`src/rmpsc_pkg.sv`:
```
// constants for the reader mode / protocol / seen-count host controller
// assumes one 20 MHz clock; shared by the controller and its receive collector
package rmpsc_pkg;
  // command bytes of the mode command group
  localparam logic [7:0] GROUP_BYTE = 8'h00;
  localparam logic [7:0] CMD_SET_MODE = 8'h01;
  localparam logic [7:0] CMD_GET_MODE = 8'h02;
  localparam logic [7:0] RSP_SET_MODE = 8'h02;
  localparam logic [7:0] CMD_SET_PROTO = 8'h03;
  localparam logic [7:0] CMD_GET_PROTO = 8'h04;
  localparam logic [7:0] CMD_SET_SEEN = 8'h66;
  localparam logic [7:0] CMD_GET_SEEN = 8'h67;
  localparam logic [7:0] MODE_88 = 8'h58;
  // protocol enable bitmask
  localparam logic [15:0] PROTO_6C = 16'h0800;
  localparam logic [15:0] PROTO_CVISN = 16'h0200;
  localparam logic [15:0] PROTO_IAG = 16'h0100;
  localparam logic [15:0] PROTO_IAG_READ = 16'h0080;
  localparam logic [15:0] PROTO_T21 = 16'h0008;
  localparam logic [15:0] PROTO_LEGAL =
    PROTO_6C | PROTO_CVISN | PROTO_IAG | PROTO_IAG_READ | PROTO_T21;
  // counter protocol selectors
  localparam logic [7:0] SEL_IAG = 8'h02;
  localparam logic [7:0] SEL_CVISN = 8'h03;
  localparam logic [7:0] SEL_T21 = 8'h04;
  localparam logic [7:0] SEL_6C = 8'h08;
  // asynchronous seen-count report header
  localparam logic [15:0] RPT_CODE = 16'h4800;
  localparam logic [15:0] RPT_TYPE = 16'h3043;
  // software register offsets
  localparam logic [7:0] ADDR_CTRL = 8'h00;
  localparam logic [7:0] ADDR_PROTO = 8'h04;
  localparam logic [7:0] ADDR_SEL = 8'h08;
  localparam logic [7:0] ADDR_COUNTS = 8'h0c;
  localparam logic [7:0] ADDR_STATUS = 8'h10;
  localparam logic [7:0] ADDR_MODE_RD = 8'h14;
  localparam logic [7:0] ADDR_SEEN_RD = 8'h18;
  localparam logic [7:0] ADDR_RPT = 8'h1c;
  // field positions
  localparam int CTRL_OP_LSB = 0;
  localparam int CTRL_AUTORST = 3;
  localparam int COUNTS_SEEN_LSB = 16;
  localparam int ST_BUSY = 0;
  localparam int ST_DONE = 1;
  localparam int ST_ERR = 2;
  localparam int ST_PEND = 3;
  localparam int ST_BADARG = 4;
  // reset values
  localparam logic [15:0] PROTO_RST = 16'h0000;
  localparam logic [7:0] SEL_RST = 8'h08;
  localparam logic [15:0] COUNT_RST = 16'h0000;
  // operations in the control register
  localparam logic [2:0] OP_SET_MODE = 3'h0;
  localparam logic [2:0] OP_GET_MODE = 3'h1;
  localparam logic [2:0] OP_SET_PROTO = 3'h2;
  localparam logic [2:0] OP_GET_PROTO = 3'h3;
  localparam logic [2:0] OP_SET_SEEN = 3'h4;
  localparam logic [2:0] OP_GET_SEEN = 3'h5;
  localparam logic [2:0] OP_RESET = 3'h6;
  localparam int MAX_BYTES = 7;
  localparam int REPORT_BYTES = 4;
  // response time-out
  localparam int CLK_MHZ = 20;
  localparam int TIMEOUT_US = 1000;
  localparam int TIMEOUT_CYC = TIMEOUT_US * CLK_MHZ;
  typedef enum logic [1:0] {ST_IDLE, ST_SEND, ST_WAIT} rmpsc_state_t;
endpackage

```
`src/rmpsc_host.sv`:
```
// host controller for the reader mode command group: sends mode, protocol
// and seen-count commands as byte streams and checks the replies
// assumes a byte link with valid/ready out and a one-cycle rxValid strobe in
//
// What this block does
// - set mode sends 00 01 58
// - new mode needs reader reset to apply
// - get mode sends only 00 02
// - protocol mask is 16 bits, per-protocol
// - enable bits sit at fixed byte positions
// - reset reader after changing protocols
// - get protocol 00 04, reply adds mask
// - set counts: selector, seen, uniqueness, MSB first
// - selectors are 2, 3, 4, 8
// - get counts sends 00 67 selector
`timescale 1ns/1ps
module rmpsc_host #(
  parameter int TIMEOUT_CYC = rmpsc_pkg::TIMEOUT_CYC,
  parameter logic [15:0] RESET_CMD = 16'h0000
) (
  input wire logic mclk,
  input wire logic arst_n,
  input wire logic [7:0] regAddr,
  input wire logic [31:0] regWdata,
  input wire logic regWr,
  input wire logic regRd,
  output logic [31:0] regRdata,
  output logic [7:0] txData,
  output logic txValid,
  input wire logic txReady,
  input wire logic [7:0] rxData,
  input wire logic rxValid
);
  rmpsc_pkg::rmpsc_state_t state_q;
  logic [2:0] op_q, idx_q;
  logic autoRst_q, chainRst_q;
  logic [31:0] toCnt_q;
  logic [15:0] protoMask_q, seenFrames_q, uniqFrames_q;
  logic [7:0] seenSel_q;
  logic [7:0] modeRd_q;
  logic [15:0] protoRd_q, seenRd_q, uniqRd_q, rptCnt_q;
  logic done_q, err_q, pendRst_q, badArg_q;
  logic [7:0] txData_q;
  logic txValid_q;
  logic [31:0] regRdata_q;
  logic [8*rmpsc_pkg::MAX_BYTES-1:0] rxBytes;
  logic [2:0] rxCnt;
  logic ctrlWr, startOk, startBad, rxDone, rspOk, timeout, isReport, collClr, sendEnd;
  logic [2:0] startOp;

  function automatic logic [7:0] cmdCode(input logic [2:0] op);
    case (op)
      rmpsc_pkg::OP_SET_MODE: cmdCode = rmpsc_pkg::CMD_SET_MODE;
      rmpsc_pkg::OP_GET_MODE: cmdCode = rmpsc_pkg::CMD_GET_MODE;
      rmpsc_pkg::OP_SET_PROTO: cmdCode = rmpsc_pkg::CMD_SET_PROTO;
      rmpsc_pkg::OP_GET_PROTO: cmdCode = rmpsc_pkg::CMD_GET_PROTO;
      rmpsc_pkg::OP_SET_SEEN: cmdCode = rmpsc_pkg::CMD_SET_SEEN;
      rmpsc_pkg::OP_GET_SEEN: cmdCode = rmpsc_pkg::CMD_GET_SEEN;
      default: cmdCode = RESET_CMD[7:0];
    endcase
  endfunction

  function automatic logic [2:0] cmdLen(input logic [2:0] op);
    case (op)
      rmpsc_pkg::OP_SET_MODE: cmdLen = 3'h3;
      rmpsc_pkg::OP_SET_PROTO: cmdLen = 3'h4;
      rmpsc_pkg::OP_SET_SEEN: cmdLen = 3'h7;
      rmpsc_pkg::OP_GET_SEEN: cmdLen = 3'h3;
      default: cmdLen = 3'h2;
    endcase
  endfunction

  function automatic logic [2:0] rspLen(input logic [2:0] op);
    case (op)
      rmpsc_pkg::OP_SET_MODE, rmpsc_pkg::OP_GET_MODE, rmpsc_pkg::OP_SET_SEEN: rspLen = 3'h3;
      rmpsc_pkg::OP_SET_PROTO: rspLen = 3'h2;
      rmpsc_pkg::OP_GET_PROTO: rspLen = 3'h4;
      rmpsc_pkg::OP_GET_SEEN: rspLen = 3'h7;
      default: rspLen = 3'h0;
    endcase
  endfunction

  function automatic logic selLegal(input logic [7:0] sel);
    selLegal = sel == rmpsc_pkg::SEL_IAG || sel == rmpsc_pkg::SEL_CVISN ||
      sel == rmpsc_pkg::SEL_T21 || sel == rmpsc_pkg::SEL_6C;
  endfunction

  // byte idx of the request for op, built from the live configuration
  function automatic logic [7:0] cmdByte(input logic [2:0] op, input logic [2:0] idx);
    logic [15:0] mask;
    mask = protoMask_q & rmpsc_pkg::PROTO_LEGAL;
    cmdByte = 8'h00;
    case (idx)
      3'h0: cmdByte = (op == rmpsc_pkg::OP_RESET) ? RESET_CMD[15:8] : rmpsc_pkg::GROUP_BYTE;
      3'h1: cmdByte = cmdCode(op);
      3'h2: begin
        if (op == rmpsc_pkg::OP_SET_MODE) begin
          cmdByte = rmpsc_pkg::MODE_88;
        end else if (op == rmpsc_pkg::OP_SET_PROTO) begin
          cmdByte = mask[15:8];
        end else begin
          cmdByte = seenSel_q;
        end
      end
      3'h3: cmdByte = (op == rmpsc_pkg::OP_SET_PROTO) ? mask[7:0] : seenFrames_q[15:8];
      3'h4: cmdByte = seenFrames_q[7:0];
      3'h5: cmdByte = uniqFrames_q[15:8];
      default: cmdByte = uniqFrames_q[7:0];
    endcase
  endfunction

  function automatic logic [7:0] rxb(input logic [2:0] i);
    rxb = rxBytes[8*i +: 8];
  endfunction

  rmpsc_rx_collect u_collect (
    .mclk(mclk),
    .arst_n(arst_n),
    .clr(collClr),
    .rxData(rxData),
    .rxValid(rxValid),
    .rxBytes(rxBytes),
    .rxCnt(rxCnt)
  );

  assign ctrlWr = regWr && regAddr == rmpsc_pkg::ADDR_CTRL && state_q == rmpsc_pkg::ST_IDLE;
  assign startOp = regWdata[rmpsc_pkg::CTRL_OP_LSB +: 3];
  assign startBad = ctrlWr && (startOp == 3'h7 ||
    ((startOp == rmpsc_pkg::OP_SET_SEEN || startOp == rmpsc_pkg::OP_GET_SEEN) &&
    !selLegal(seenSel_q)));
  assign startOk = (ctrlWr && !startBad) || chainRst_q;
  assign sendEnd = state_q == rmpsc_pkg::ST_SEND && (!txValid_q || txReady) &&
    idx_q == cmdLen(op_q);
  assign rxDone = state_q == rmpsc_pkg::ST_WAIT && rxCnt == rspLen(op_q);
  assign timeout = state_q == rmpsc_pkg::ST_WAIT && !rxDone &&
    toCnt_q == 32'(TIMEOUT_CYC - 1);
  assign isReport = state_q == rmpsc_pkg::ST_IDLE && rxCnt == 3'(rmpsc_pkg::REPORT_BYTES);
  assign collClr = startOk || rxDone || timeout || isReport;

  // reply check: group byte, command echo (02 for set mode), then the mode, selector or mask reserved bits
  always_comb begin
    rspOk = rxb(3'h0) == rmpsc_pkg::GROUP_BYTE;
    if (op_q == rmpsc_pkg::OP_SET_MODE) begin
      rspOk = rspOk && rxb(3'h1) == rmpsc_pkg::RSP_SET_MODE;
    end else begin
      rspOk = rspOk && rxb(3'h1) == cmdCode(op_q);
    end
    case (op_q)
      rmpsc_pkg::OP_SET_MODE, rmpsc_pkg::OP_GET_MODE:
        rspOk = rspOk && rxb(3'h2) == rmpsc_pkg::MODE_88;
      rmpsc_pkg::OP_SET_SEEN, rmpsc_pkg::OP_GET_SEEN:
        rspOk = rspOk && rxb(3'h2) == seenSel_q;
      rmpsc_pkg::OP_GET_PROTO:
        rspOk = rspOk && ({rxb(3'h2), rxb(3'h3)} & ~rmpsc_pkg::PROTO_LEGAL) == 16'h0000;
      default: rspOk = rspOk;
    endcase
  end

  always_ff @(posedge mclk or negedge arst_n) begin
    if (!arst_n) begin
      state_q <= rmpsc_pkg::ST_IDLE;
      op_q <= rmpsc_pkg::OP_SET_MODE;
      idx_q <= 3'h0;
      txData_q <= 8'h00;
      txValid_q <= 1'b0;
    end else begin
      unique case (state_q)
        rmpsc_pkg::ST_IDLE: begin
          if (startOk) begin
            state_q <= rmpsc_pkg::ST_SEND;
            op_q <= chainRst_q ? rmpsc_pkg::OP_RESET : startOp;
            idx_q <= 3'h0;
          end
        end
        rmpsc_pkg::ST_SEND: begin
          // a byte stays on the link until the device takes it
          if (!txValid_q || txReady) begin
            if (idx_q != cmdLen(op_q)) begin
              txData_q <= cmdByte(op_q, idx_q);
              txValid_q <= 1'b1;
              idx_q <= idx_q + 3'h1;
            end else begin
              txValid_q <= 1'b0;
              state_q <= (op_q == rmpsc_pkg::OP_RESET) ? rmpsc_pkg::ST_IDLE : rmpsc_pkg::ST_WAIT;
            end
          end
        end
        rmpsc_pkg::ST_WAIT: begin
          if (rxDone || timeout) begin
            state_q <= rmpsc_pkg::ST_IDLE;
          end
        end
      endcase
    end
  end

  always_ff @(posedge mclk or negedge arst_n) begin
    if (!arst_n) begin
      toCnt_q <= 32'h0;
    end else if (state_q == rmpsc_pkg::ST_WAIT && !rxDone) begin
      toCnt_q <= toCnt_q + 32'h1;
    end else begin
      toCnt_q <= 32'h0;
    end
  end

  // a mode or protocol change only lands after a reader reset
  always_ff @(posedge mclk or negedge arst_n) begin
    if (!arst_n) begin
      pendRst_q <= 1'b0;
      chainRst_q <= 1'b0;
    end else begin
      chainRst_q <= 1'b0;
      if (rxDone && rspOk &&
          (op_q == rmpsc_pkg::OP_SET_MODE || op_q == rmpsc_pkg::OP_SET_PROTO)) begin
        pendRst_q <= 1'b1;
        chainRst_q <= autoRst_q;
      end else if (sendEnd && op_q == rmpsc_pkg::OP_RESET) begin
        pendRst_q <= 1'b0;
      end
    end
  end

  always_ff @(posedge mclk or negedge arst_n) begin
    if (!arst_n) begin
      done_q <= 1'b0;
      err_q <= 1'b0;
      badArg_q <= 1'b0;
    end else if (startOk) begin
      done_q <= 1'b0;
      err_q <= 1'b0;
      badArg_q <= 1'b0;
    end else if (startBad) begin
      badArg_q <= 1'b1;
    end else if (rxDone || timeout || (sendEnd && op_q == rmpsc_pkg::OP_RESET)) begin
      done_q <= 1'b1;
      err_q <= timeout || (rxDone && !rspOk);
    end
  end

  // configuration is frozen while a command is on the link
  always_ff @(posedge mclk or negedge arst_n) begin
    if (!arst_n) begin
      autoRst_q <= 1'b0;
      protoMask_q <= rmpsc_pkg::PROTO_RST;
      seenSel_q <= rmpsc_pkg::SEL_RST;
      seenFrames_q <= rmpsc_pkg::COUNT_RST;
      uniqFrames_q <= rmpsc_pkg::COUNT_RST;
    end else if (regWr && state_q == rmpsc_pkg::ST_IDLE) begin
      if (regAddr == rmpsc_pkg::ADDR_CTRL) begin
        autoRst_q <= regWdata[rmpsc_pkg::CTRL_AUTORST];
      end
      if (regAddr == rmpsc_pkg::ADDR_PROTO) begin
        protoMask_q <= regWdata[15:0] & rmpsc_pkg::PROTO_LEGAL;
      end
      if (regAddr == rmpsc_pkg::ADDR_SEL) begin
        seenSel_q <= regWdata[7:0];
      end
      if (regAddr == rmpsc_pkg::ADDR_COUNTS) begin
        seenFrames_q <= regWdata[rmpsc_pkg::COUNTS_SEEN_LSB +: 16];
        uniqFrames_q <= regWdata[15:0];
      end
    end
  end

  always_ff @(posedge mclk or negedge arst_n) begin
    if (!arst_n) begin
      modeRd_q <= 8'h00;
      protoRd_q <= 16'h0000;
      seenRd_q <= 16'h0000;
      uniqRd_q <= 16'h0000;
    end else if (rxDone && rspOk) begin
      if (op_q == rmpsc_pkg::OP_GET_MODE) begin
        modeRd_q <= rxb(3'h2);
      end
      if (op_q == rmpsc_pkg::OP_GET_PROTO) begin
        protoRd_q <= {rxb(3'h2), rxb(3'h3)};
      end
      if (op_q == rmpsc_pkg::OP_GET_SEEN) begin
        seenRd_q <= {rxb(3'h3), rxb(3'h4)};
        uniqRd_q <= {rxb(3'h5), rxb(3'h6)};
      end
    end
  end

  // unsolicited seen-count reports arrive only while idle
  always_ff @(posedge mclk or negedge arst_n) begin
    if (!arst_n) begin
      rptCnt_q <= 16'h0000;
    end else if (isReport && {rxb(3'h0), rxb(3'h1)} == rmpsc_pkg::RPT_CODE &&
                 {rxb(3'h2), rxb(3'h3)} == rmpsc_pkg::RPT_TYPE) begin
      rptCnt_q <= rptCnt_q + 16'h1;
    end
  end

  always_ff @(posedge mclk or negedge arst_n) begin
    if (!arst_n) begin
      regRdata_q <= 32'h0;
    end else if (regRd) begin
      unique case (regAddr)
        rmpsc_pkg::ADDR_CTRL: regRdata_q <= {28'h0, autoRst_q, op_q};
        rmpsc_pkg::ADDR_PROTO: regRdata_q <= {16'h0, protoMask_q};
        rmpsc_pkg::ADDR_SEL: regRdata_q <= {24'h0, seenSel_q};
        rmpsc_pkg::ADDR_COUNTS: regRdata_q <= {seenFrames_q, uniqFrames_q};
        // a queued automatic reset counts as busy so software never sees a false idle
        rmpsc_pkg::ADDR_STATUS: regRdata_q <= {27'h0, badArg_q, pendRst_q, err_q, done_q,
          state_q != rmpsc_pkg::ST_IDLE || chainRst_q};
        rmpsc_pkg::ADDR_MODE_RD: regRdata_q <= {protoRd_q, 8'h0, modeRd_q};
        rmpsc_pkg::ADDR_SEEN_RD: regRdata_q <= {seenRd_q, uniqRd_q};
        rmpsc_pkg::ADDR_RPT: regRdata_q <= {16'h0, rptCnt_q};
        default: regRdata_q <= 32'h0;
      endcase
    end else begin
      regRdata_q <= 32'h0;
    end
  end

  assign regRdata = regRdata_q;
  assign txData = txData_q;
  assign txValid = txValid_q;
endmodule

```
`src/rmpsc_rx_collect.sv`:
```
// receive byte collector: stores up to seven reply bytes in arrival order
// assumes rxValid is a one-cycle strobe synchronous to mclk
`timescale 1ns/1ps
module rmpsc_rx_collect (
  input wire logic mclk,
  input wire logic arst_n,
  input wire logic clr,
  input wire logic [7:0] rxData,
  input wire logic rxValid,
  output logic [8*rmpsc_pkg::MAX_BYTES-1:0] rxBytes,
  output logic [2:0] rxCnt
);
  logic [7:0] store_q [rmpsc_pkg::MAX_BYTES];
  logic [2:0] cnt_q;

  // a byte landing in a clearing cycle is dropped; frames never overlap a clear
  always_ff @(posedge mclk or negedge arst_n) begin
    if (!arst_n) begin
      cnt_q <= 3'h0;
    end else if (clr) begin
      cnt_q <= 3'h0;
    end else if (rxValid && cnt_q < 3'(rmpsc_pkg::MAX_BYTES)) begin
      cnt_q <= cnt_q + 3'h1;
    end
  end

  always_ff @(posedge mclk or negedge arst_n) begin
    if (!arst_n) begin
      for (int i = 0; i < rmpsc_pkg::MAX_BYTES; i++) begin
        store_q[i] <= 8'h00;
      end
    end else if (!clr && rxValid && cnt_q < 3'(rmpsc_pkg::MAX_BYTES)) begin
      store_q[cnt_q] <= rxData;
    end
  end

  always_comb begin
    for (int i = 0; i < rmpsc_pkg::MAX_BYTES; i++) begin
      rxBytes[8*i +: 8] = store_q[i];
    end
  end
  assign rxCnt = cnt_q;
endmodule

```
`config.mk`:
```
export PLATFORM = sky130hd
export DESIGN_NAME = rmpsc_host
export DESIGN_NICKNAME = d
export VERILOG_FILES = /design/src/rmpsc_pkg.sv /design/src/rmpsc_host.sv /design/src/rmpsc_rx_collect.sv
export SDC_FILE = /design/constraint.sdc
export NUM_CORES = 1
export LEC_CHECK = 0
export BUFFER_PORTS_ARGS = -buffer_cell sky130_fd_sc_hd__clkbuf_2
export CAP_MARGIN = 0
export CORE_ASPECT_RATIO = 2
export CORE_MARGIN = 2
export CORE_UTILIZATION = 40
export DETAILED_ROUTE_END_ITERATION = 8
export GPL_TIMING_DRIVEN = 0
export SLEW_MARGIN = 20
export SYNTH_ARGS = -nofsm -noshare
export SYNTH_HDL_FRONTEND = slang
export SYNTH_SLANG_ARGS = --single-unit
```
`constraint.sdc`:
```
create_clock -name mclk -period 5.3 [get_ports mclk]
set_input_delay 1.59 -clock mclk [delete_from_list [all_inputs] [get_ports mclk]]
set_output_delay 1.59 -clock mclk [all_outputs]
set_load 0.005 [all_outputs]
```
== Word-level counts from Yosys, hierarchy flattened ==
Cells that the tools add are included.
Widths: inputs -> output; s select.

* Register bits: 263
* Input port bits: 54
* Word-level logic and storage cells: 203
* Output and inout bits: 41

* Multiplexer cells: 44
* Order comparisons: 3
* Reduce and logical (&&, ||, !) cells: 77
* Add/subtract/negate cells: 4
* Equality and inequality tests: 44
* Bitwise gates (word level): 1

{| class="wikitable"
|+ Operators by type and width
! kind !! count
|-
| $pmux 32 s8 || 1
|-
| $mux 32 || 2
|-
| $bwmux 56 || 1
|-
| $pmux 8 s6 || 1
|-
| $pmux 7 s6 || 1
|-
| $mux 8 || 5
|-
| $pmux 7 s5 || 1
|-
| $add 32x1->32 const B || 1
|-
| $eq 32x15->1 const B || 1
|-
| $eq 8x5->1 const B || 4
|-
| $eq 3x3->1 const B || 9
|-
| $logic_and 1x1->1 || 27
|-
| $demux 8 s3 || 1
|-
| $eq 8x2->1 const B || 3
|-
| $eq 8x4->1 const B || 3
|-
| $mux 3 || 8
|-
| $reduce_and 2->1 || 10
|-
| $add 16x1->16 const B || 1
|-
| $eq 16x14->1 const B || 1
|-
| $eq 16x15->1 const B || 1
|-
| $eq 8x3->1 const B || 2
|-
| $eq 8x8->1 || 2
|-
| $logic_not 16->1 || 1
|-
| $logic_not 8->1 || 2
|-
| other kinds (30) || 84
|}

== Longest topological paths before layout ==
Gate-level depths: netlist of run 1.

* Depth after elaboration: 17
* Mapped depth: 9
* Mapped depth without buffers: 8

== Modules after synthesis ==
Synthesis of run 1 repeated with hierarchy kept, for this count alone.

* Cell total of the unflattened synthesis: 1,019
* Area, all modules: 12,289.3 µm²

{| class="wikitable"
|+ By module, submodules not included
! module !! sequential area each (µm²) !! instances !! area each (µm²) !! cells each
|-
| rmpsc_host || 5,106.1 || 1 || 9,932.0 || 877
|-
| rmpsc_rx_collect || 1,476.4 || 1 || 2,357.3 || 142
|}

== Least setup slack after synthesis of run 1 ==
Ideal clock, no wire load.

* Path type: input-to-reg
* Start point: in regAddr[2]
* End point: reg u_collect.store_q (netlist bit u_collect.rxBytes[0])
* Path slack: 1.722 ns
* Stages: 8
* Path buffers: 2
* Required time: 5.175 ns
* Arrival time: 3.453 ns
* Cells stage by stage: nor4_1 > and3b_1 > clkbuf_1 > and3_1 > a21oi_1 > clkbuf_1 > nand4_1 > mux2_2

* Longest elaborated chain between the ends: 13

{| class="wikitable"
|+ Ends and longest elaborated chain
! what !! RTL line !! source
|-
| from (decl) || rmpsc_host.sv:23 || <nowiki>input wire logic [7:0] regAddr,</nowiki>
|-
| $logic_not 8->1 (*) || rmpsc_host.sv:126 || <nowiki>assign ctrlWr = regWr && regAddr == rmpsc_pkg::ADDR_CTRL && state_q == rmpsc_pkg::ST_IDLE;</nowiki>
|-
| $logic_and 1x1->1 (*) (2 in series) || rmpsc_host.sv:126 ||
|-
| $logic_and 1x1->1 || rmpsc_host.sv:128 || <nowiki>assign startBad = ctrlWr && (startOp == 3'h7 ||</nowiki>
|-
| $logic_not 1->1 || rmpsc_host.sv:131 || <nowiki>assign startOk = (ctrlWr && !startBad) || chainRst_q;</nowiki>
|-
| $logic_and 1x1->1 (*) || rmpsc_host.sv:131 ||
|-
| $logic_or 1x1->1 (*) || rmpsc_host.sv:131 ||
|-
| $logic_or 1x1->1 (*) (3 in series) || rmpsc_host.sv:138 || <nowiki>assign collClr = startOk || rxDone || timeout || isReport;</nowiki>
|-
| $logic_not 1->1 (*) || rmpsc_rx_collect.sv:32 || <nowiki>end else if (!clr && rxValid && cnt_q < 3'(rmpsc_pkg::MAX_BYTES)) begin</nowiki>
|-
| $logic_and 1x1->1 (*) (2 in series) || rmpsc_rx_collect.sv:32 ||
|-
| to (signal, indexed assignment) || rmpsc_rx_collect.sv:33 || <nowiki>store_q[cnt_q] <= rxData;</nowiki>
|-
| to (decl) || rmpsc_rx_collect.sv:13 || <nowiki>logic [7:0] store_q [rmpsc_pkg::MAX_BYTES];</nowiki>
|}

Every way passes the cells marked *; elsewhere a longest branch is shown, timed or not.
A chain may end at the register's enable or synchronous reset.

== Final worst setup path of run 1 ==
* Start point: in regAddr[5]
* End point: reg u_collect.store_q (netlist bit u_collect.rxBytes[39])

The elaborated chain is that of the path after synthesis.

==> metrics.cfg, run 1 <==
[global_route]
grt_use_total_pct=22.1
grt_pass1_wl_um=54200
grt_pass1_vias=9293
antenna_found_initial=0
grt_max_degree=91
globalRouteOverflowTotal=0

[critical_path]
crit_path_cell_trace=clkbuf_2, nor4_1, and3b_1, clkbuf_1, and3_1, a21oi_1, clkbuf_1, nand3_1, mux2_2
cpMostUsedCell=clkbuf_1
crit_family=simple AND/OR/NAND/NOR gates
cp-start-kind=input pin
reg2reg_depth=7
cpMaxStageDelayCell=nor4_1
crit_path_max_fanout=10
end_kind=register
max_stage_delay_ns=0.51
cp.depth=9
cp_data_required_time_ns=5.74
r2r_setup_slack_ns=1.87
critPathBufInv=3
r2r-end=seenRd_q[9]
regToRegStartpoint=op_q[2]
path_class=input pin to register
crit_path_end=u_collect.rxBytes[39]
cp.arrival_ns=4.45
cp-startpoint=regAddr[5]

[power]
p_sw_share_pct=30.8
p_comb_share_pct=21.3
switchingPower_uw=1760
p_seq_share_pct=44.8
p_leak_uw=0.00650
internal-power_uw=3970
power_density_nw_per_um2=404
vdd_drop_max_mv=0.277
power.share.clock_pct=33.9

[run]
maxCapViolCount=0

[cells_and_area]
final_nets=1230
stdcell_count=1548
diodes=0
layout-area-overhead-vs-synth_pct=15.6
layout-drive-gt1-share_pct=27.0
final_util_pct=47.1
design_area_sq_um=14200

[logic_synthesis]
yosys_warnings=0
syn_nets=1106
yosysSeqAreaShare_pct=53.6
yosys.area.top_type=dfrtp_1
syn_inst=1040
yosys-top-cells-area=dfrtp_1 53%, mux2_2 11%, mux2_4 3.7%
synth_top_area_share_pct=53.3
synth.distinct_cells=77
syn_area_sq_um=12300
synth-edff-count=0
ys.flop_type=dfrtp_1
synth_async_sr_flop_share_pct=100
ys_ff_latch=263
synth.avg_cell_area_sq_um=11.8

[sta]
finalSetupViolCount=0
worst_pin_slew_ns=1.06
fin_crit_ns=4.01
setup_ws_ns=1.29
min_period_over_period_pct=75.6
drv_slew=0
setup_tns_ns=0
max_slew_margin_pct=29.4
max_freq_mhz=250
grt_setup_unrepaired=false
finalClockSkew_ns=0.0202
hold_violations=0

[clocking]
cts_buffers=25
root_buffer=clkbuf_16
postCtsHoldBufs=0
clockBufferDepth=3
cts.sinks=263
htreeDepth=1
clk_pin_slew_worst_paths_ns=0.07
cts_setup_buffers=0
cts_tree=yes
clk_latency_ns=0.56
cts-resized-gates=0

[placed_design]
dpl-instance-area_sq_um=13300
portBuffers=94
place_congestion=0.946
place_ws_ns=0.772
place_inst=1505
detailedPlacementHpwl_um=26800

[routing]
drt.antenna.violating_nets=0
drtPass1Iterations=7
route.detailed.drc=0
wl_per_cell_um=22.7
num_vias=8778
drt_iter0_drc=595
viasPerCell=5.67
routed_wl_um=35200

[floorplan]
core_sq_um=30200
io_pins=95
row_count=90
initial_utilization_pct=40.7
die_x_um=128
fp.dieH_um=252
die_area_sq_um=32200

[hold_path]
worstHoldPathType=register to register
hold_depth=1

[status]
status=finished, final reports clean

[routing by layer]
layer / share of wire, % / wire length, um / track usage, % / up-vias
met2: 52 / 18300 / 39.6 / 247
met5: 0 / 0 / 0 / -
met4: 6.7 / 2360 / 13.7 / 0
met1: 38 / 13300 / 24.9 / 4398
met3: 3.7 / 1290 / 2.37 / 98
li1: - / - / - / 4035
[cell usage in the layout, fill, tap and decap left out, types with 5 or more instances in the layout]
| cell | Yosys | final |
|---|---|---|
| dfrtp_1 | 262 | 262 |
| mux2_2 | 121 | 121 |
| clkbuf_2 | 0 | 93 |
| nor2_1 | 85 | 85 |
| nand2_1 | 65 | 65 |
| clkbuf_1 | 41 | 43 |
| nand3_1 | 30 | 30 |
| mux2_4 | 30 | 30 |
| xor2_1 | 29 | 29 |
| nor2b_1 | 27 | 27 |
| clkbuf_16 | 0 | 25 |
| a222oi_1 | 24 | 24 |
| and3_1 | 23 | 23 |
| a21oi_1 | 23 | 23 |
| xnor2_1 | 22 | 22 |
| inv_1 | 21 | 21 |
| o21ai_0 | 21 | 21 |
| a22oi_1 | 18 | 18 |
| nand4_1 | 17 | 17 |
| nor3_1 | 17 | 16 |
| nor4_1 | 13 | 12 |
| ha_1 | 12 | 12 |
| buf_2 | 8 | 8 |
| a22o_1 | 8 | 8 |
| nand2b_1 | 8 | 8 |
| mux2i_1 | 8 | 8 |
| nor4b_1 | 6 | 6 |
| and4_1 | 6 | 6 |
| a221oi_1 | 6 | 6 |
| or2_2 | 6 | 6 |
| a31oi_1 | 5 | 5 |
[synth_stat cells (3+ instances only)]
cell       instances
o2bb2ai_1          3
a32o_1             3
a22oi_1           18
a221o_1            3
nand2b_1           8
buf_2              8
and3_1            23
nor4b_1            6
mux2_4            30
nand4_1           17
nand3b_1           4
nor2_1            85
mux2_2           121
clkbuf_1          41
xor2_1            29
nor2b_1           27
nand3_1           30
and4_1             6
nor3_1            17
inv_1             21
mux2i_1            8
xnor2_1           22
a21oi_1           23
or2_2              6
a221oi_1           6
and2_1             3
o21a_1             3
ha_1              12
a222oi_1          24
nand2_1           65
a22o_1             8
a31oi_1            5
dfrtp_1          262
o21ai_0           21
nor4_1            13
nor3b_1            4
buf_6              3
a32oi_1            4
[worst reg2reg max path, cell delays in order, from the launching register on]
cell and delay (ns):
dfrtp_1 0.44, buf_2 0.21, nor3b_1 0.87, a221o_1 0.34, o2111ai_4 0.23, nor4_4 0.62
buf_6 0.28, mux2_4 0.32
[registers in the layout (all words and copies together), names as in the netlist]
signal / cells
u_collect.rxBytes: 56
regRdata: 32
toCnt_q: 32
protoRd_q: 16
rptCnt_q: 16
seenFrames_q: 16
seenRd_q: 16
uniqFrames_q: 16
uniqRd_q: 16
modeRd_q: 8
seenSel_q: 8
txData: 8
protoMask_q: 5
idx_q: 3
op_q: 3
u_collect.rxCnt: 3
state_q: 2
autoRst_q: 1
badArg_q: 1
chainRst_q: 1
done_q: 1
err_q: 1
pendRst_q: 1
txValid: 1
[worst min-delay path by stage]
stage                     start          end
CTS                 modeRd_q[6]  modeRd_q[6]
global placement    modeRd_q[6]  modeRd_q[6]
floorplan           modeRd_q[6]  modeRd_q[6]
detailed placement  modeRd_q[3]  modeRd_q[3]
finish              modeRd_q[3]  modeRd_q[3]
global route        modeRd_q[3]  modeRd_q[3]
[cell type report]
type                       count  area, sq um
clock inverter                13          204
tap                          368          460
buffer                        54          239
inverter                      22         82.6
clock buffer                  30          674
sequential                   263         6580
fill                        2808        16000
timing repair buffer          97          562
multi-input combinational    701         5400
[power groups by stage]
stage	Clock, uW	Sequential, uW	Combinational [uW]
2_1_floorplan	0	2500	845
3_3_place_gp	0	2580	1190
3_5_place_dp	0	2600	1230
4_1_cts	1980	2560	1240
5_1_grt	2050	2600	1350
6_report	1940	2560	1220
[cells by family (layout without fill, tap and decap cells)]
family | count (synthesis) | count (layout) | synth area share [%]
adder cells (fa/ha/maj) | 12 | 12 | 1.22
multiplexers | 159 | 159 | 15.4
XOR/XNOR | 51 | 51 | 3.63
flip-flops | 263 | 263 | 53.6
AND/OR/NAND/NOR | 330 | 330 | 14.1
AO/OA/AOI/OAI | 149 | 149 | 9.45
buffers and inverters | 76 | 216 | 2.62
[stage by stage]
stage	total power [uW]	hold slack, ns
floorplan	3350	0.438
global placement	3770	0.451
detailed placement	3830	0.454
CTS	5780	0.472
global route	6000	0.486
finish	5730	0.479
No activity file was read; power rests on OpenSTA's default activity.
==> run 2, diff against run 1 <==
==> constraint.sdc (replaced) <==
create_clock -name mclk -period 3.2 [get_ports mclk]
set_input_delay 0.96 -clock mclk [delete_from_list [all_inputs] [get_ports mclk]]
set_output_delay 0.96 -clock mclk [all_outputs]
set_load 0.005 [all_outputs]
==> run 2 against run 1 <==
Net effect:
- global-route usage about the same
- via count up 0.85%
- clock skew hardly changed
- worst setup slack lost 1.2 ns
- largest power group unchanged
==> metrics.cfg, run 2 (synthesis gave the netlist of run 1 again) <==
[floorplan]
initial_utilization_pct=40.7
die_area_sq_um=32200
row_count=90
io_pins=95
core_sq_um=30200
die_x_um=128
fp.dieH_um=252

[cells_and_area]
ff_latch_area_sq_um=6580
final_cell_mix=262 x dfrtp_1, 121 x mux2_2, 95 x clkbuf_2
diodes=0
final_nets=1238
layout_commonest_cell=dfrtp_1
layout-drive-gt1-share_pct=28.2
stdcell_count=1556
nFillCells=2799
layout-area-overhead-vs-synth_pct=16.4
largest_reg_flops=56
multi_input_area_sq_um=5420

[placed_design]
portBuffers=94
place_congestion=0.946
detailedPlacementHpwl_um=26800
place_inst=1505

[critical_path]
cp_data_required_time_ns=3.63
max_stage_delay_ns=0.69
cp-start-kind=register
crit_path_cell_trace=nor2b_1, clkbuf_1, a32oi_1, or4_1, nor4_4, buf_6, mux2_4
cpMaxStageDelayCell=or4_1
crit_path_max_fanout=10
end_kind=register
reg2reg_depth=7
cp-startpoint=op_q[2]
path_class=register to register
regToRegStartpoint=op_q[2]
cp.arrival_ns=3.53
r2r_setup_slack_ns=0.10

[clocking]
htreeDepth=1
clk_latency_ns=0.56
root_buffer=clkbuf_16
postCtsHoldBufs=0
clk_pin_slew_worst_paths_ns=0.07
cts.sinks=263
clockBufferDepth=3
cts_tree=yes
cts_buffers=25

[routing]
viasPerCell=5.69
num_vias=8853
drt.antenna.violating_nets=0
route.detailed.drc=0
drt_iter0_drc=511
routed_wl_um=35400
wl_per_cell_um=22.7
drtPass1Iterations=7

[hold_path]
worstHoldPathType=input pin to asynchronous set/reset pin

[sta]
hold_violations=0
setup_tns_ns=0
max_freq_mhz=323
worst_pin_slew_ns=0.916
finalSetupViolCount=0
drv_slew=0
max_slew_margin_pct=38.4
grt_setup_unrepaired=false
min_period_over_period_pct=96.7
fin_crit_ns=3.10
finalClockSkew_ns=0.0204

[power]
power.share.clock_pct=33.8
internal-power_uw=6590
power_density_nw_per_um2=665
switchingPower_uw=2930
p_comb_share_pct=21.6
p_leak_uw=0.00656
p_sw_share_pct=30.8
p_seq_share_pct=44.6
vdd_drop_max_mv=0.461

[global_route]
grt_pass1_vias=9332
globalRouteOverflowTotal=0
grt_max_degree=91
grt_pass1_wl_um=54300
antenna_found_initial=0
grt_use_total_pct=22.2

[status]
status=finished, final reports clean

[run]
maxCapViolCount=0

-- run 2: cell count changes in the layout (fill, tap and decap cells not counted), moves of 2 or more --
| cell | before | now |
|---|---|---|
| buf_4 | 1 | 9 |
| clkbuf_1 | 43 | 40 |
| nand3_1 | 30 | 27 |
| nand3_2 | 0 | 3 |
| clkbuf_2 | 93 | 95 |
-- run 2: area by class of cell --
cell class	count	share of cell area [%]
buffer	53	1.68
clock buffer	30	4.71
clock inverter	13	1.43
inverter	22	0.577
multi-input combinational	701	37.9
sequential	263	46.0
tap	368	3.22
timing repair buffer	106	4.49
-- run 2: power groups by stage --
stage	Combinational, uW	Clock (uW)	Sequential (uW)
2_1_floorplan	1400	0	4150
3_3_place_gp	1970	0	4280
3_5_place_dp	2040	0	4300
4_1_cts	2050	3280	4240
5_1_grt	2260	3400	4310
6_report	2060	3220	4250
-- run 2: through the flow --
| step | power (uW) | hold slack [ns] | utilization (%) | setup WS (ns) | instance area (sq um) |
|---|---|---|---|---|---|
| after floorplan | 5550 | 0.438 | - | 0.252 | 12300 |
| after global placement | 6250 | 0.451 | 43.8 | -4.37 | 13200 |
| after detailed placement | 6340 | 0.454 | 44.1 | -0.698 | 13300 |
| after CTS | 9570 | 0.324 | 47.2 | 0.0826 | 14200 |
| after global routing | 9970 | 0.351 | 47.4 | 0.00213 | 14300 |
| final | 9520 | 0.331 | 47.4 | 0.105 | 14300 |
-- run 2: path summary, 6_finish.rpt --
path                                          to
max                                  seenRd_q[9]
min                                  toCnt_q[25]
max reg2reg                          seenRd_q[9]
min reg2reg                          modeRd_q[6]
max in group asynchronous  u_collect.rxBytes[38]
min in group mclk                    modeRd_q[6]
-- run 2: metal layers --
layer	up-vias	track usage [%]	wire, um
met5	-	0	0
met4	0	14.0	2450
met3	105	2.25	1350
met2	281	39.5	18200
met1	4420	25.0	13400
li1	4047	-	-
-- run 2: what timing repair did --
action / CTS / global route
buffers inserted: 1 / 8
resized for setup: 6 / 4
endpoints found under the setup margin: 67 / 82
cloned: 0 / 0
pin swaps: 2 / 4
-- run 2: critical path, delay by kind of cell (launching register included) --
kind | cells | cell delay, ns
compound gates | 1 | 0.12
buf+inv | 2 | 0.64
simple gates | 3 | 1.43
mux | 1 | 0.31
flops | 1 | 0.45
==> run 3, diff against run 2 <==
--- a/config.mk
+++ b/config.mk
@@ -5,6 +5,7 @@
 export SDC_FILE = /design/constraint.sdc
 export NUM_CORES = 1
 export LEC_CHECK = 0
+export ABC_AREA = 1
 export BUFFER_PORTS_ARGS = -buffer_cell sky130_fd_sc_hd__clkbuf_2
 export CAP_MARGIN = 0
 export CORE_ASPECT_RATIO = 2
==> run 3 against run 2 <==
Net effect:
- count of clock-buffer cells in the layout increased by 4
- non-clock buffer count decreased by 8
- power decreased by 0.30%
- combinational power decreased by 2%
- register-to-register slack improved by 0.45 ns
- critical endpoint is now regRdata[3]
- largest power group unchanged
==> metrics.cfg, run 3 <==
[sta]
max_freq_mhz=356
grt_setup_unrepaired=false
finalClockSkew_ns=0.00956
drv_slew=0
worst_pin_slew_ns=0.955
max_slew_margin_pct=36.1
holdWs_ns=0.404
finalSetupViolCount=0
fin_crit_ns=2.81
min_period_over_period_pct=87.7
hold_violations=0

[routing]
route.detailed.drc=0
drtPass1Iterations=5
routed_wl_um=42900
wl_per_cell_um=19.3
num_vias=11700
drt.antenna.violating_nets=0
drt_iter0_drc=774
viasPerCell=5.26

[power]
p_seq_share_pct=44.8
internal-power_uw=6320
p_leak_uw=0.00766
power_density_nw_per_um2=629
p_sw_share_pct=33.4
power.share.clock_pct=34.0
switchingPower_uw=3170
p_comb_share_pct=21.2
vdd_drop_max_mv=0.495

[floorplan]
die_area_sq_um=34200
row_count=93
core_sq_um=32200
fp.dieH_um=260
io_pins=95
die_x_um=132
initial_utilization_pct=40.6

[global_route]
grt_max_degree=95
grt_pass1_wl_um=66400
antenna_found_initial=0
globalRouteOverflowTotal=0
grt_use_total_pct=25.3
grt_pass1_vias=11800

[placed_design]
portBuffers=94
place_inst=2172
place_congestion=1.01
detailedPlacementHpwl_um=34100

[logic_synthesis]
syn_nets=1714
synth-edff-count=0
synth_async_sr_flop_share_pct=100
syn_inst=1648
ys.flop_type=dfrtp_1
ys_ff_latch=263
synth.distinct_cells=48
yosys-top-cells-count=485 x nand2_1, 262 x dfrtp_1, 183 x inv_1, 148 x nand3_1, 134 x nor2_1
yosys-top-cells-area=dfrtp_1 50%, nand2_1 14%, nand3_1 5.7%
syn_area_sq_um=13100
yosys_warnings=0
yosys.area.top_type=dfrtp_1
yosysMostFrequentCell=nand2_1
synth_top_area_share_pct=50.2
synth.avg_cell_area_sq_um=7.93
yosysSeqAreaShare_pct=50.4

[critical_path]
critPathBufInv=3
crit_path_cell_trace=clkbuf_2, nor2_1, inv_1, nor3_1, clkbuf_1, nand3_1, o21ai_0, a221oi_1, a21oi_1
cp.depth=9
max_stage_delay_ns=0.73
crit_path_max_fanout=10
cp-start-kind=input pin
cpMaxStageDelayCell=nor3_1
r2r_setup_slack_ns=0.55
crit_family=simple AND/OR/NAND/NOR gates
regToRegStartpoint=op_q[2]
reg2reg_depth=13
r2r-end=u_collect.rxBytes[19]
cp_data_required_time_ns=3.63
path_class=input pin to register
cp.arrival_ns=3.23
end_kind=register

[clocking]
htreeDepth=1
clockBufferDepth=3
cts_buffers=26
root_buffer=clkbuf_16
postCtsHoldBufs=0
cts-resized-gates=0
clk_latency_ns=0.54
clk_pin_slew_worst_paths_ns=0.07
cts_setup_buffers=0
cts_tree=yes
cts.sinks=263

[cells_and_area]
layout_commonest_cell=nand2_1
layout-drive-gt1-share_pct=10.9
final_cell_mix=485 x nand2_1, 262 x dfrtp_1, 183 x inv_1
largest_reg_flops=56
final_nets=1839
stdcell_count=2220
diodes=0
layout-area-overhead-vs-synth_pct=15.4

[status]
status=finished, final reports clean

[run]
maxCapViolCount=0

[hold_path]
worstHoldPathType=input pin to asynchronous set/reset pin

[run 3: logic make-up after synthesis]
group                      synth area share [%]
and+or+nand+nor                            29.8
AOI/OAI and AO/OA                          8.18
adders and majority gates                  1.15
buffers and inverters                      7.75
muxes                                     0.258
xor gates and xnor gates                   2.47
DFF                                        50.4
[run 3: power by group through the flow]
stage,clock [uW],combinational (uW),sequential [uW]
2_1_floorplan,0,1350,4110
3_3_place_gp,0,1960,4280
3_5_place_dp,0,2010,4290
4_1_cts,3310,2020,4230
5_1_grt,3450,2280,4290
6_report,3230,2010,4250
[run 3: through the flow]
stage | utilization [%] | setup TNS [ns] | area, sq um | power, uW | worst slack (ns)
2_1_floorplan | - | 0 | 13100 | 5460 | 0.670
3_3_place_gp | 43.7 | -1124.82 | 14100 | 6240 | -4.31
3_5_place_dp | 44.0 | -2.83 | 14200 | 6300 | -0.124
4_1_cts | 46.8 | 0 | 15100 | 9560 | 0.433
5_1_grt | 46.8 | 0 | 15100 | 10000 | 0.220
6_report | 46.8 | 0 | 15100 | 9490 | 0.395
[run 3: worst register-to-register path: cells and delay by family, from the launching register on]
family | cells | cell delay (ns)
buffers and inverters | 2 | 0.38
and+or+nand+nor | 10 | 1.47
DFF | 1 | 0.49
AOI/OAI and AO/OA | 1 | 0.18
[run 3: how the worst max path moves through the flow]
| stage | start | endpoint | slack [ns] |
|---|---|---|---|
| detailed placement | regAddr[1] | regRdata[3] | -0.12 |
| CTS | regAddr[1] | regRdata[3] | 0.43 |
| global route | regAddr[1] | seenSel_q[7] | 0.22 |
| floorplan | regAddr[7] | u_collect.rxBytes[54] | 0.67 |
| global placement | arst_n | regRdata[18] | -4.31 |
| finish | regAddr[1] | regRdata[3] | 0.39 |
[run 3: per-layer routing]
metal / global-route usage, % / wire length (um) / vias up
met5: 0 / 0 / -
met4: 19.2 / 3690 / 0
met3: 2.53 / 1660 / 138
met2: 48.7 / 23200 / 372
li1: - / - / 5636
met1: 24.6 / 14400 / 5541
[run 3: layout make-up]
| type | count | area (sq um) |
|---|---|---|
| buffer | 54 | 283 |
| multi-input combinational | 1137 | 5480 |
| clock buffer | 34 | 741 |
| fill | 3303 | 17100 |
| timing repair buffer | 97 | 562 |
| tap | 427 | 534 |
| sequential | 263 | 6580 |
| clock inverter | 14 | 173 |
| inverter | 194 | 731 |
